<file path="config.mk">
export PLATFORM = sky130hd
export DESIGN_NAME = codec_cascade_serial_router
export DESIGN_NICKNAME = d
export VERILOG_FILES = /design/src/logic/codec_cascade_serial_router.v
export VERILOG_INCLUDE_DIRS = /design/src /design/src/inc
export SDC_FILE = /design/constraint.sdc
export NUM_CORES = 1
export LEC_CHECK = 0
export BUFFER_PORTS_ARGS = -buffer_cell sky130_fd_sc_hd__buf_2
export CAP_MARGIN = 20
export CORE_ASPECT_RATIO = 2
export CORE_UTILIZATION = 35
export DETAILED_ROUTE_END_ITERATION = 10
export GPL_TIMING_DRIVEN = 1
export HOLD_SLACK_MARGIN = 0.15
export PLACE_DENSITY_LB_ADDON = 0.15
export SETUP_SLACK_MARGIN = 0.5
export SLEW_MARGIN = 25
export SYNTH_ARGS = -nofsm -noshare
export SYNTH_HDL_FRONTEND = slang
export SYNTH_SLANG_ARGS = --single-unit
</file>
<file path="constraint.sdc">
create_clock -name ref_clk_i -period 2 [get_ports ref_clk_i]
set_input_delay 0.5 -clock ref_clk_i [delete_from_list [all_inputs] [get_ports ref_clk_i]]
set_output_delay 0.5 -clock ref_clk_i [all_outputs]
set_load 0.01 [all_outputs]
</file>
<file path="src/inc/cascade_router_defines.vh">
// constants for the cascade serial word router
// assumes words are 16 bits, frame sync one bit clock ahead of msb
`ifndef CASCADE_ROUTER_DEFINES_VH
`define CASCADE_ROUTER_DEFINES_VH
`define WORD_BITS        16
`define CNT_BITS         4
`define CTRL_FLAG_BIT    15
`define READ_BIT         14
`define ADDR_MSB         13
`define ADDR_LSB         11
`define REG_MSB          10
`define REG_LSB          8
`define DATA_MSB         7
`define REG_A            3'h0
`define REG_B            3'h1
`define REG_C            3'h2
`define A_DATA_BIT       0
`define A_MIXED_BIT      1
`define A_COUNT_MSB      4
`define A_COUNT_LSB      2
`define A_RESET          8'h00
`define B_RESET          8'h00
`define C_RESET          8'h00
`endif

</file>
<file path="src/logic/codec_cascade_serial_router.v">
// serial word router for one codec in a daisy chain
// assumes bit clock is ref_clk_i; all inputs synchronous to it
`timescale 1ns/1ps
`include "cascade_router_defines.vh"
module codec_cascade_serial_router #(
  parameter MAX_DEVICES = 8
) (
  input  wire                    ref_clk_i,
  input  wire                    rst_i,
  input  wire                    sample_event_i,
  input  wire [`WORD_BITS-1:0]   sample_word_i,
  input  wire                    input_frame_sync_i,
  input  wire                    serial_data_in_i,
  output reg                     output_frame_sync_o,
  output reg                     serial_data_out_o,
  output reg  [`WORD_BITS-1:0]   dac_word_o,
  output reg                     dac_load_o,
  output reg  [7:0]              control_register_a_o,
  output reg  [7:0]              control_register_b_o,
  output reg  [7:0]              control_register_c_o,
  output wire                    program_data_select_o,
  output wire                    mixed_mode_select_o,
  output wire                    analog_power_up_o,
  output reg                     sample_valid_o
);

////////////////////////////////////////////////////////////////////////////
localparam ST_IDLE = 2'h0;
localparam ST_RECV = 2'h1;

reg  [1:0]            state_reg;
reg  [3:0]            bit_cnt_reg;
reg  [`WORD_BITS-1:0] shift_in_reg;
reg  [`WORD_BITS-1:0] shift_out_reg;
reg  [3:0]            out_cnt_reg;
reg                   out_busy_reg;
reg  [`CNT_BITS-1:0]  frame_cnt_reg;
reg                   fire_reg;
reg  [`WORD_BITS-1:0] fire_word_reg;

assign program_data_select_o = control_register_a_o[`A_DATA_BIT];
assign mixed_mode_select_o   = control_register_a_o[`A_MIXED_BIT] &
                               control_register_a_o[`A_DATA_BIT];
assign analog_power_up_o     = control_register_c_o[0];

wire [`CNT_BITS-1:0] dev_count = {1'b0, control_register_a_o[`A_COUNT_MSB:`A_COUNT_LSB]};
wire [`WORD_BITS-1:0] rx_word  = {shift_in_reg[`WORD_BITS-2:0], serial_data_in_i};
wire [2:0] rx_addr = rx_word[`ADDR_MSB:`ADDR_LSB];
wire [2:0] rx_reg  = rx_word[`REG_MSB:`REG_LSB];
wire rx_ctrl_flag  = rx_word[`CTRL_FLAG_BIT];
wire data_mode     = program_data_select_o & ~mixed_mode_select_o;
wire word_done     = (state_reg == ST_RECV) && (bit_cnt_reg == 4'hf);
// in mixed mode the msb picks control versus dac
wire is_dac_word   = data_mode | (mixed_mode_select_o & ~rx_ctrl_flag);
wire is_ctrl_word  = ~program_data_select_o |
                     (mixed_mode_select_o & rx_ctrl_flag);
// count of 0 treated as single device
wire [`CNT_BITS-1:0] cnt_target = (dev_count == {`CNT_BITS{1'b0}}) ?
                                  {{(`CNT_BITS-1){1'b0}}, 1'b1} : dev_count;
wire [`CNT_BITS-1:0] cnt_plus   = frame_cnt_reg + {{(`CNT_BITS-1){1'b0}}, 1'b1};

////////////////////////////////////////////////////////////////////////////
// receive shifter: sync one clock ahead of msb
always @(posedge ref_clk_i) begin
  if (rst_i) begin
    state_reg    <= ST_IDLE;
    bit_cnt_reg  <= 4'h0;
    shift_in_reg <= {`WORD_BITS{1'b0}};
  end else begin
    case (state_reg)
      ST_IDLE: begin
        if (input_frame_sync_i) begin
          state_reg   <= ST_RECV;
          bit_cnt_reg <= 4'h0;
        end
      end
      ST_RECV: begin
        shift_in_reg <= rx_word;
        bit_cnt_reg  <= bit_cnt_reg + 4'h1;
        if (bit_cnt_reg == 4'hf) begin
          state_reg <= input_frame_sync_i ? ST_RECV : ST_IDLE;
        end
      end
      default: begin
        state_reg <= ST_IDLE;
      end
    endcase
  end
end

////////////////////////////////////////////////////////////////////////////
// word decode: control writes, reads, dac counting
always @(posedge ref_clk_i) begin
  if (rst_i) begin
    control_register_a_o <= `A_RESET;
    control_register_b_o <= `B_RESET;
    control_register_c_o <= `C_RESET;
    dac_word_o           <= {`WORD_BITS{1'b0}};
    dac_load_o           <= 1'b0;
    frame_cnt_reg        <= {`CNT_BITS{1'b0}};
    fire_reg             <= 1'b0;
    fire_word_reg        <= {`WORD_BITS{1'b0}};
  end else begin
    dac_load_o <= 1'b0;
    fire_reg   <= 1'b0;
    if (word_done) begin
      if (is_dac_word) begin
        if (cnt_plus == cnt_target) begin
          dac_word_o    <= rx_word;
          dac_load_o    <= 1'b1;
          frame_cnt_reg <= {`CNT_BITS{1'b0}};
        end else begin
          frame_cnt_reg <= cnt_plus;
          fire_reg      <= 1'b1;
          // the word just received is the one passed down the chain
          fire_word_reg <= rx_word;
        end
      end else if (is_ctrl_word && rx_ctrl_flag && rx_addr != 3'h0) begin
        fire_reg      <= 1'b1;
        fire_word_reg <= {rx_word[15:14], rx_addr - 3'h1, rx_word[10:0]};
      end else if (is_ctrl_word && rx_ctrl_flag) begin
        if (rx_word[`READ_BIT]) begin
          fire_reg      <= 1'b1;
          fire_word_reg <= {rx_word[15:8],
            (rx_reg == `REG_A) ? control_register_a_o :
            (rx_reg == `REG_B) ? control_register_b_o :
            (rx_reg == `REG_C) ? control_register_c_o : 8'h00};
        end else begin
          case (rx_reg)
            `REG_A: control_register_a_o <= rx_word[`DATA_MSB:0];
            `REG_B: control_register_b_o <= rx_word[`DATA_MSB:0];
            `REG_C: control_register_c_o <= rx_word[`DATA_MSB:0];
            default: begin
            end
          endcase
        end
      end else begin
        fire_reg      <= 1'b1;
        fire_word_reg <= rx_word;
      end
    end
  end
end

////////////////////////////////////////////////////////////////////////////
// transmit: sample event fires sync on all devices together
always @(posedge ref_clk_i) begin
  if (rst_i) begin
    output_frame_sync_o <= 1'b0;
    serial_data_out_o   <= 1'b0;
    shift_out_reg       <= {`WORD_BITS{1'b0}};
    out_cnt_reg         <= 4'h0;
    out_busy_reg        <= 1'b0;
    sample_valid_o      <= 1'b0;
  end else begin
    output_frame_sync_o <= 1'b0;
    if (sample_event_i) begin
      // fresh sample; valid only in data or mixed mode
      shift_out_reg       <= sample_word_i;
      sample_valid_o      <= program_data_select_o;
      output_frame_sync_o <= 1'b1;
      out_busy_reg        <= 1'b1;
      out_cnt_reg         <= 4'h0;
    end else if (fire_reg) begin
      // sync feeds next device input sync
      shift_out_reg       <= fire_word_reg;
      output_frame_sync_o <= 1'b1;
      out_busy_reg        <= 1'b1;
      out_cnt_reg         <= 4'h0;
      sample_valid_o      <= 1'b0;
    end else if (out_busy_reg) begin
      serial_data_out_o <= shift_out_reg[`WORD_BITS-1];
      shift_out_reg     <= {shift_out_reg[`WORD_BITS-2:0], 1'b0};
      out_cnt_reg       <= out_cnt_reg + 4'h1;
      if (out_cnt_reg == 4'hf) begin
        out_busy_reg <= 1'b0;
      end
    end
  end
end

endmodule

</file>
==> results of run 1 <==
==> critical path: stages (launching register included) <==
cell	delay (ns)
dfxtp_2	0.34
ha_4	0.17
xor2_4	0.16
or4_4	0.43
o311ai_4	0.14
a41oi_4	0.17
buf_12	0.20
a21bo_4	0.21
a21oi_2	0.10
==> synthesized netlist by cell type (all sizes together) <==
library cell	n
nand4	4
nor2b	1
nor4	1
nand2	26
mux2i	72
nand3b	2
or3	3
nor2	114
nor3	3
a2bb2oi	1
a41oi	1
clkbuf	23
a21oi	68
ha	5
or2	1
a22oi	8
nand3	19
o311ai	1
and4	1
a21bo	1
o21ai	15
inv	6
a21boi	1
xor2	5
a41o	1
dfxtp	106
and2b	2
and3	1
and2	2
xnor2	5
o211ai	1
or4	1
nor3b	7
buf	17
a211oi	9
==> through the flow <==
stage | cells | worst slack (ns)
floorplan | 534 | 0.0695
global placement | 741 | -0.0715
detailed placement | 741 | -0.0652
CTS | 765 | 0.0110
global route | 765 | -0.0748
finish | 765 | 0.0114
==> where the power goes <==
group / switching, mW / total (mW) / internal, mW
clock network: 0.810 / 1.92 / 1.11
registers: 0.0233 / 2.16 / 2.13
logic: 0.120 / 0.198 / 0.0777
==> cell type report <==
cell class / instances / area (um2)
fillers: 1320 / 7110
multi-input cells: 382 / 2590
flip-flops and latches: 106 / 2140
repair buffers: 103 / 683
clock buffers: 9 / 225
well taps: 152 / 190
clock inverters: 7 / 98.8
inverters: 6 / 22.5
==> routing by layer <==
layer | GRT usage [%] | part of all wire, % | vias up
met4 | 5.77 | 1.7 | 0
li1 | - | - | 1996
met1 | 19.9 | 41 | 1872
met2 | 31.6 | 55 | 62
met5 | 0 | 0 | -
met3 | 3.49 | 2.9 | 13
==> cells by family (layout without fill, tap and decap cells) <==
kind of cell / count (synthesis) / after routing / synth area share (%)
AO/OA/AOI/OAI: 107 / 107 / 13.7
XOR/XNOR: 10 / 10 / 2.03
adder cells (fa/ha/maj): 5 / 5 / 1.34
buffers and inverters: 46 / 125 / 4.51
flip-flops: 106 / 106 / 45.3
multiplexers: 72 / 72 / 15.4
AND/OR/NAND/NOR: 188 / 188 / 17.7
==> cell usage in the layout, fill, tap and decap left out, types with 9 or more instances in the layout <==
cell type	count
mux2i_1	71
a21oi_2	11
buf_6	10
dfxtp_2	9
buf_2	66
clkbuf_16	9
nand3_1	19
nand2_1	16
a21oi_1	56
o21ai_0	9
buf_4	24
nor2_1	111
dfxtp_1	95
==> how the worst max path moves through the flow <==
| stage | slack (ns) | start | endpoint | depth (start not counted) |
|---|---|---|---|---|
| after CTS | 0.01 | frame_cnt_reg[1] | fire_word_reg[14] | 8 |
| after detailed placement | -0.07 | shift_in_reg[10] | control_register_b_o[0] | 10 |
| final | 0.01 | frame_cnt_reg[1] | fire_word_reg[14] | 8 |
| after global routing | -0.07 | frame_cnt_reg[1] | dac_word_o[8] | 8 |
| after global placement | -0.07 | shift_in_reg[11] | control_register_b_o[1] | 10 |
| after floorplan | 0.07 | frame_cnt_reg[0] | dac_word_o[0] | 9 |
==> timing repair <==
action / 4_1_cts / 5_1_grt
resized for setup: 45 / 17
hold buffers: 0 / 0
setup buffers: 8 / 0
pin swaps: 13 / 8
endpoints found under the setup margin: 67 / 67
==> impl_results.md, run 1 <==
* Port Buffers at 67
* Relative slew slack at 58.8%
* Sequential area share after synthesis at 45.3%
* Outcome: finished, violations left
* Min Tclk post-route at 1.99 ns
* Root Buffer: clkbuf_16
* Depth of the worst register-to-register path at 8
* Clock-pin slew on the worst setup and hold paths at 0.07 ns
* IO Count at 68
* CTS tree: done
* CORE AREA at 0.0131 mm2
* Post-DP HPWL at 8.39 mm
* Initial DRC Count at 158
* Critical Setup Path Class: reg -> reg
* Via count at 3,943
* First-pass GRT wire length at 19.3 mm
* Deepest clock path buffer count at 2
* Number of diodes at 0
* Util after Layout at 45.6%
* FMAX at 0.503 GHz
* Largest net degree at the start of global routing at 38
* Gpl congestion at 0.802
* Wirelength, routed at 11.8 mm
* Sink Count at 106
* Chip width at 83.8 um
* Final hold vios at 0
* Layout area overhead at 27.1%
* Register bit total from synthesis at 106
* Mapped Avg Cell Area at 8.77 um2
* DRC Markers at 4
* Slew @ Worst Pin at 0.615 ns
* Top cells by area, synth: dfxtp_1 (45%), mux2i_1 (15%), nor2_1 (9.1%)
* Clk_lat worst skew at 0.35 ns
* Site row count at 59
* Crit path DAT at 2.27 ns
* Via-to-Cell Ratio at 5.15
* RSZ-0062 raised after global routing: true
* Fin crit share at 99.4%
* Num CTS Buffers at 9
* VDD IR-drop max at 0.444 mV
* Worst min path class: in -> reg
* Antenna violations before repair at 0
* Failing checks: design-rule violations
* Final setup fails at 0
* TNS Setup at 0 ns
* Post-Syn Nets at 560
* ANT nets after route at 0
* Max Slew Vio Count at 0
* Total GRT Usage at 17.4%
* Startpoint Class: flip-flop
* Detailed Routing Iterations Pass 1 at 7
* Syn Std Cell Area at 0.00468 mm2
* Max Cap Violations at 0
* P_leak at 2.42 nW
* Gr ovfl total at 0
* Power Total at 4.27 mW
* Required @ worst endpoint at 2.28 ns
* Vias in the first global route at 3,715
* Yosys top cell by area: dfxtp_1
* Worst R2R End: fire_word_reg[14]
* H-tree depth at 3
* Die area at 0.0139 mm2
* Final instance area at 0.00595 mm2
* R2R Path Start: frame_cnt_reg[1]
* Power per cell area at 717 mW/mm2
* Wirelength per Cell at 15.5 um
* Dpl cell area at 0.00535 mm2
* Syn Inst Count at 534
* Synth top area share at 45.3%
* Nets at 634
* Hold path endpoint: shift_out_reg[0]
* Starting density of the core at 35.9%
* Worst Hold Path Cells at 3
* Worst Skew at 0.0124 ns
* Chip height at 166 um
* Worst Min Path Start: sample_word_i[0]
* Crit-path max FO at 17
* Hold WS at 0.400 ns
* Reg2Reg Setup Slack at 0.01 ns
* Share of cells above drive strength 1 at 29.9%
* Crit end category: flip-flop
* Synth cell types at 43
* Syn. warnings at 0
No activity file was read; power rests on OpenSTA's default activity.
==> run 2: changes to the inputs <==
- CORE_ASPECT_RATIO: 2 -> 0.75
==> run 2 against run 1 <==
  * The run ends with negative setup slack left
  * Cell count up 4.7%
  * Sequential share of layout area down 0.97 points
  * Clock-buffer cell count up 1
  * Sequential cell count unchanged
  * Critical path depth unchanged
  * Non-clock buffer count up 17
  * Final area up 3.0%
  * Utilization up 1.5 points
  * Via count up 2.0%
  * First-iteration DRC count up 23%
  * Worst setup slack worse by 0.056 ns
==> impl_results.md, run 2 (same netlist as run 1, synthesis figures left out) <==
* Dpl cell area at 0.00543 mm2 (+1.5%)
* Area of the multi-input gates at 0.00257 mm2 (-0.97%)
* FMAX at 0.489 GHz (-2.8%)
* Post-DP HPWL at 8.30 mm (-1.0%)
* Sequential Area at 0.00215 mm2 (+0.23%)
* Routed met1 length at 5.98 mm (+24%)
* Initial DRC Count at 195 (+23%)
* Hold path endpoint: shift_out_reg[0]
* Relative slew slack at 58.8% (about the same)
* Switching Share at 23.3% (+0.97 points)
* Final hold vios at 0 (unchanged)
* Startpoint Class: flip-flop
* ANT nets after route at 0 (unchanged)
* Worst Hold Path Cells at 3 (unchanged)
* Reg2Reg Setup Slack at -0.04 ns (-0.06 ns)
* Util after Layout at 47.1% (+1.5 points)
* Cell Chain, Critical Path: ha_4 > xor2_4 > or4_4 > o311ai_4 > a41oi_4 > buf_6 > a21oi_1 > a211oi_2
* Nets at 651 (+2.7%)
* CORE AREA at 0.0130 mm2 (-0.37%)
* Starting density of the core at 36.0% (+0.13 points)
* Sink Count at 106 (unchanged)
* Antenna violations before repair at 0 (unchanged)
* Setup WS pre-CTS at -0.0420 ns (+0.0231 ns)
* Critical-path top delay cell: or4_4
* Die area at 0.0139 mm2 (-0.17%)
* Clk_lat worst skew at 0.35 ns (about the same)
* Top Layer Used: met4
* Num CTS Buffers at 9 (unchanged)
* Slew @ Worst Pin at 0.613 ns (-0.00188 ns)
* Wirelength per Cell at 15.4 um (-0.54%)
* Failing checks: negative setup slack
* Gr ovfl total at 0 (unchanged)
* Max Cap Violations at 0 (unchanged)
* Final worst slack at -0.0449 ns (-0.0563 ns)
* Final setup fails at 13 (+13)
* Worst R2R End: fire_word_reg[1]
* Clock-pin slew on the worst setup and hold paths at 0.07 ns (about the same)
* Crit end category: flip-flop
* Psw at 0.974 mW (+2.1%)
* Wirelength, routed at 12.3 mm (+4.1%)
* Chip height at 102 um (-38%)
* Critical Setup Path Class: reg -> reg
* IO Count at 68 (unchanged)
* Worst Min Path Start: sample_word_i[0]
* Worst Skew at 0.00631 ns (-0.00612 ns)
* Outcome: finished, violations left
* Final instance area at 0.00613 mm2 (+3.0%)
* Int Pwr at 3.21 mW (-3.4%)
* Detail Route met3 WL at 451 um (+31%)
* Via count at 4,023 (+2.0%)
* Min Tclk post-route at 2.04 ns (+0.0563 ns)
* Fin crit share at 102% (+2.8 points)
* Largest net degree at the start of global routing at 46 (+21%)
* Worst min path class: in -> reg
* CTS tree: done
* R2R Path Start: frame_cnt_reg[1]
* First-pass GRT wire length at 19.4 mm (+0.50%)
* RSZ-0062 raised after global routing: true
* P_leak at 2.53 nW (+4.3%)
* Deepest clock path buffer count at 2 (unchanged)
* Vias in the first global route at 3,775 (+1.6%)
* Seq pwr share at 51.6% (+1.1 points)
* Via-to-Cell Ratio at 5.02 (-2.6%)
* VDD IR-drop max at 0.385 mV (-13%)
* Most frequent cells in the layout: nor2_1 (113), dfxtp_1 (95), mux2i_1 (70)
* Required @ worst endpoint at 2.23 ns (-0.05 ns)
* H-tree depth at 3 (unchanged)
* DRC Markers at 0 (-4)
* Hold WS at 0.390 ns (-0.0104 ns)
* Crit path DAT at 2.27 ns (about the same)
* CP top delay family: compound AO/OA/AOI/OAI gates
* Depth of the worst register-to-register path at 8 (unchanged)
* Total GRT Usage at 18.1% (+0.73 points)
* Commonest non-fill, non-tap cell in the layout: nor2_1
* Max Slew Vio Count at 0 (unchanged)
* Power Total at 4.18 mW (-2.1%)
* Critical path's largest stage delay at 0.44 ns (about the same)
* Clock share of power at 43.5% (-1.4 points)
* Crit-path max FO at 7 (-10)
* CP bufs+invs at 1 (unchanged)
* Power per cell area at 682 mW/mm2 (-5.0%)
* Comb pwr share at 4.9% (+0.3 points)
* Hold-fix buffers, CTS at 0 (unchanged)
* Port Buffers at 67 (unchanged)
* Share of cells above drive strength 1 at 30.5% (+0.62 points)
* Number of diodes at 0 (unchanged)
* Site row count at 36 (-39%)
* Detailed Routing Iterations Pass 1 at 4 (-3)
* Routed wl met2 at 5.82 mm (-10%)
* Fill cell count at 1,277 (-3.3%)
* Chip width at 136 um (+62%)
* Layout area overhead at 30.9%
* Gpl congestion at 0.765 (-4.6%)
* Root Buffer: clkbuf_16
==> run 2: changes by cell type in the layout (fill, tap and decap cells not counted), sizes merged <==
cell    change
inv         +1
clkbuf      +1
clkinv      -1
buf        +17
bufinv      -1
==> run 2: layout make-up <==
class | count | area share (%)
repair buffers | 120 | 14.3
flip-flops and latches | 106 | 35.0
inverters | 6 | 0.367
clock buffers | 10 | 3.73
multi-input cells | 382 | 41.9
clock inverters | 6 | 1.20
well taps | 171 | 3.49
==> run 2: tightest hold or removal path, cell delays in order <==
cell and delay (ns):
buf_2 0.08, a21oi_1 0.05, nor2_1 0.07
==> run 2: power groups by stage <==
stage | Sequential [mW] | Clock [mW] | Combinational [mW]
3_5_place_dp | 2.21 | 0 | 0.202
6_report | 2.16 | 1.82 | 0.205
2_1_floorplan | 2.20 | 0 | 0.144
4_1_cts | 2.16 | 1.88 | 0.206
5_1_grt | 2.16 | 1.97 | 0.231
3_3_place_gp | 2.21 | 0 | 0.200
==> run 2: what timing repair did <==
item	in CTS	in global routing
pin swaps	11	22
hold endpoints to repair	0	0
resized for setup	41	29
buffers inserted	9	6
cloned	1	0
endpoints found under the setup margin	67	69
==> run 2: worst max path at each step <==
stage                          start  depth (start not counted)  slack, ns                      end
floorplan           frame_cnt_reg[0]                          9       0.07            dac_word_o[0]
global placement      bit_cnt_reg[1]                          8     -0.003  control_register_a_o[2]
detailed placement  frame_cnt_reg[0]                          8      -0.04         fire_word_reg[2]
CTS                 frame_cnt_reg[0]                          8      -0.01        fire_word_reg[14]
global route          bit_cnt_reg[1]                          8      -0.11  control_register_a_o[7]
finish              frame_cnt_reg[1]                          8      -0.04         fire_word_reg[1]
==> run 2: metal layers <==
| layer | vias up | track usage [%] |
|---|---|---|
| met4 | 0 | 4.32 |
| met3 | 5 | 4.81 |
| met2 | 65 | 29.7 |
| met5 | - | 0 |
| li1 | 2019 | - |
| met1 | 1934 | 23.7 |
==> run 2: per-stage QoR <==
stage               std cells  TNS (ns)
floorplan                 534         0
global placement          769  -0.00310
detailed placement        769    -0.274
CTS                       795   -0.0191
global route              801     -2.88
finish                    801    -0.310
==> run 3: changes to the inputs <==
- CELL_PAD_IN_SITES_DETAIL_PLACEMENT: default -> 0
- CELL_PAD_IN_SITES_GLOBAL_PLACEMENT: default -> 2
- CORE_UTILIZATION: 35 -> 31
==> run 3 against run 2 <==
  * The run still ends with negative setup slack left
  * First-iteration DRC count shrank 18%
  * Die area grew 13%
  * Wire length grew 2.5%
  * Worst setup slack gained 0.035 ns
  * Non-clock buffer count shrank 3
  * Critical path type unchanged
  * Largest cell class unchanged
==> impl_results.md, run 3 (same netlist as run 1, synthesis figures left out) <==
* H-tree depth at 3 (unchanged)
* Worst R2R End: dac_word_o[0]
* Comb pwr share at 4.9% (about the same)
* Root Buffer: clkbuf_16
* Hold path endpoint: shift_out_reg[0]
* Port Buffers at 67 (unchanged)
* First-pass GRT wire length at 19.7 mm (+1.6%)
* Seq pwr share at 51.9% (+0.3 points)
* Wirelength, routed at 12.6 mm (+2.5%)
* Required @ worst endpoint at 2.22 ns (about the same)
* Gr ovfl total at 0 (unchanged)
* Slew @ Worst Pin at 0.831 ns (+0.217 ns)
* ANT nets after route at 0 (unchanged)
* CP bufs+invs at 1 (unchanged)
* CTS tree: done
* Number of diodes at 0 (unchanged)
* CORE AREA at 0.0146 mm2 (+12%)
* Wirelength per Cell at 15.3 um (-0.56%)
* Power Total at 4.15 mW (-0.65%)
* Largest net degree at the start of global routing at 53 (+15%)
* Num CTS Buffers at 9 (unchanged)
* Int Pwr at 3.21 mW (+0.12%)
* Worst Min Path Start: sample_word_i[0]
* Crit path DAT at 2.22 ns (-0.05 ns)
* Clk_lat worst skew at 0.35 ns (about the same)
* Layout area overhead at 32.5%
* Max Cap Violations at 0 (unchanged)
* Critical Setup Path Class: reg -> reg
* Post-DP HPWL at 8.53 mm (+2.7%)
* Finished Layout Cells at 826 (+3.1%)
* RSZ-0062 raised after global routing: true
* Min Tclk post-route at 2.01 ns (-0.0355 ns)
* Starting density of the core at 32.1% (-3.9 points)
* Nets at 648 (-0.46%)
* Critical-path top delay cell: or4_4
* Deepest clock path buffer count at 2 (unchanged)
* IO Count at 68 (unchanged)
* Worst Skew at 0.00569 ns (-0.000619 ns)
* Outcome: finished, violations left
* Via-to-Cell Ratio at 4.82 (-4.1%)
* Chip width at 144 um (+6.2%)
* Psw at 0.943 mW (-3.2%)
* Vias in the first global route at 3,784 (+0.24%)
* Gpl congestion at 0.747 (-2.3%)
* R2R Path Start: frame_cnt_reg[1]
* Crit-path max FO at 12 (+5)
* Max Slew Vio Count at 0 (unchanged)
* DRC Markers at 0 (unchanged)
* Hold-fix buffers, CTS at 0 (unchanged)
* Sink Count at 106 (unchanged)
* Hold WS at 0.403 ns (+0.0133 ns)
* Worst min path class: in -> reg
* Commonest non-fill, non-tap cell in the layout: nor2_1
* P_leak at 2.50 nW (-1.1%)
* Clock share of power at 43.2% (-0.3 points)
* VDD IR-drop max at 0.403 mV (+4.6%)
* Die area at 0.0156 mm2 (+13%)
* Total GRT Usage at 16.5% (-1.6 points)
* Site row count at 38 (+5.6%)
* Failing checks: negative setup slack
* Reg2Reg Setup Slack at -0.009 ns (+0.04 ns)
* Share of cells above drive strength 1 at 32.7% (+2.3 points)
* Switching Share at 22.7% (-0.59 points)
* Fill cell count at 1,496 (+17%)
* Antenna violations before repair at 0 (unchanged)
* CP top delay family: simple AND/OR/NAND/NOR gates
* Crit end category: flip-flop
* Final worst slack at -0.00947 ns (+0.0355 ns)
* Detailed Routing Iterations Pass 1 at 5 (+1)
* Power per cell area at 669 mW/mm2 (-1.9%)
* Chip height at 108 um (+6.1%)
* Clock-pin slew on the worst setup and hold paths at 0.07 ns (about the same)
* Most frequent cells in the layout: nor2_1 (112), dfxtp_1 (96), mux2i_1 (71)
* Depth of the worst register-to-register path at 8 (unchanged)
* Critical path's largest stage delay at 0.44 ns (about the same)
* Initial DRC Count at 159 (-18%)
* Via count at 3,979 (-1.1%)
* Relative slew slack at 44.4% (-14 points)
* Placed Cells at 794 (+3.3%)
* Sequential Area at 0.00214 mm2 (about the same)
* Worst Hold Path Cells at 3 (unchanged)
* Fin crit share at 100% (-1.8 points)
* Final setup fails at 6 (-7)
* Cell Chain, Critical Path: ha_4 > xor2_4 > or4_4 > o311ai_4 > nand4_2 > buf_12 > mux2i_1 > nor2_1
* Startpoint Class: flip-flop
* Final hold vios at 0 (unchanged)
* FMAX at 0.498 GHz (+1.8%)
* Area of the multi-input gates at 0.00264 mm2 (+2.9%)
## run 3: cell types whose count changed in the layout (fill, tap and decap cells not counted), moves of 2 or more
cell        previous run  this run
nand3_2                0         8
nand2_1               18        16
inv_8                  2         0
o21ai_0               15        13
o21ai_2                0         2
nand3_1               19        10
a21oi_1               60        56
nand2_4                1         3
buf_6                 23        21
clkinvlp_4             1         3
a21oi_2                8        11
## run 3: how the worst max path moves through the flow
| stage | to | startpoint | cells past startpoint | slack [ns] |
|---|---|---|---|---|
| after detailed placement | control_register_c_o[0] | shift_in_reg[10] | 11 | -0.06 |
| after floorplan | dac_word_o[0] | frame_cnt_reg[0] | 9 | 0.07 |
| after CTS | dac_word_o[5] | frame_cnt_reg[1] | 8 | -0.01 |
| after global routing | dac_word_o[14] | frame_cnt_reg[1] | 8 | -0.10 |
| final | dac_word_o[0] | frame_cnt_reg[1] | 8 | -0.009 |
| after global placement | control_register_c_o[2] | bit_cnt_reg[1] | 9 | 0.01 |
## run 3: timing repair
item / in CTS / in global routing
setup endpoints to repair: 67 / 73
gates resized for setup: 34 / 50
pin swaps: 7 / 14
gates cloned: 0 / 0
setup buffers: 8 / 9
## run 3: layer usage
metal | vias to the layer above | global-route usage, % | part of all wire, %
met2 | 54 | 26.7 | 45
met1 | 1887 | 22.0 | 50
met4 | 0 | 4.03 | 1.6
li1 | 2025 | - | -
met3 | 13 | 3.85 | 3.0
met5 | - | 0 | 0
## run 3: through the flow
stage | utilization, % | worst slack, ns | cell area (um2) | setup TNS (ns)
floorplan | - | 0.0695 | 4780 | 0
global placement | 37.3 | 0.0113 | 5450 | 0
detailed placement | 37.3 | -0.0586 | 5450 | -0.449
CTS | 40.6 | -0.0114 | 5930 | -0.0230
global route | 42.5 | -0.105 | 6210 | -2.39
finish | 42.5 | -0.00947 | 6210 | -0.0326
## run 3: area by class of cell
type                            instances  area share [%]
Multi-Input combinational cell        382            42.6
Tap cell                              200            4.03
Clock inverter                          4           0.846
Clock buffer                           11            3.91
Timing Repair Buffer                  117            13.7
Inverter                                6           0.363
Sequential cell                       106            34.5
## run 3: worst reg2reg max path: stages, from the launching register on
cell and delay [ns]:
dfxtp_2 0.34, ha_4 0.18, xor2_4 0.16, or4_4 0.44, o311ai_4 0.14, nand4_2 0.21, buf_12 0.22, mux2i_1 0.15
nor2_1 0.05
## run 3: power by group through the flow
stage                     Clock, mW  Combinational (mW)  Sequential, mW
after global placement            0               0.200            2.21
after global routing           1.95               0.229            2.16
after CTS                      1.86               0.203            2.16
final                          1.79               0.203            2.16
after detailed placement          0               0.203            2.21
after floorplan                   0               0.144            2.20
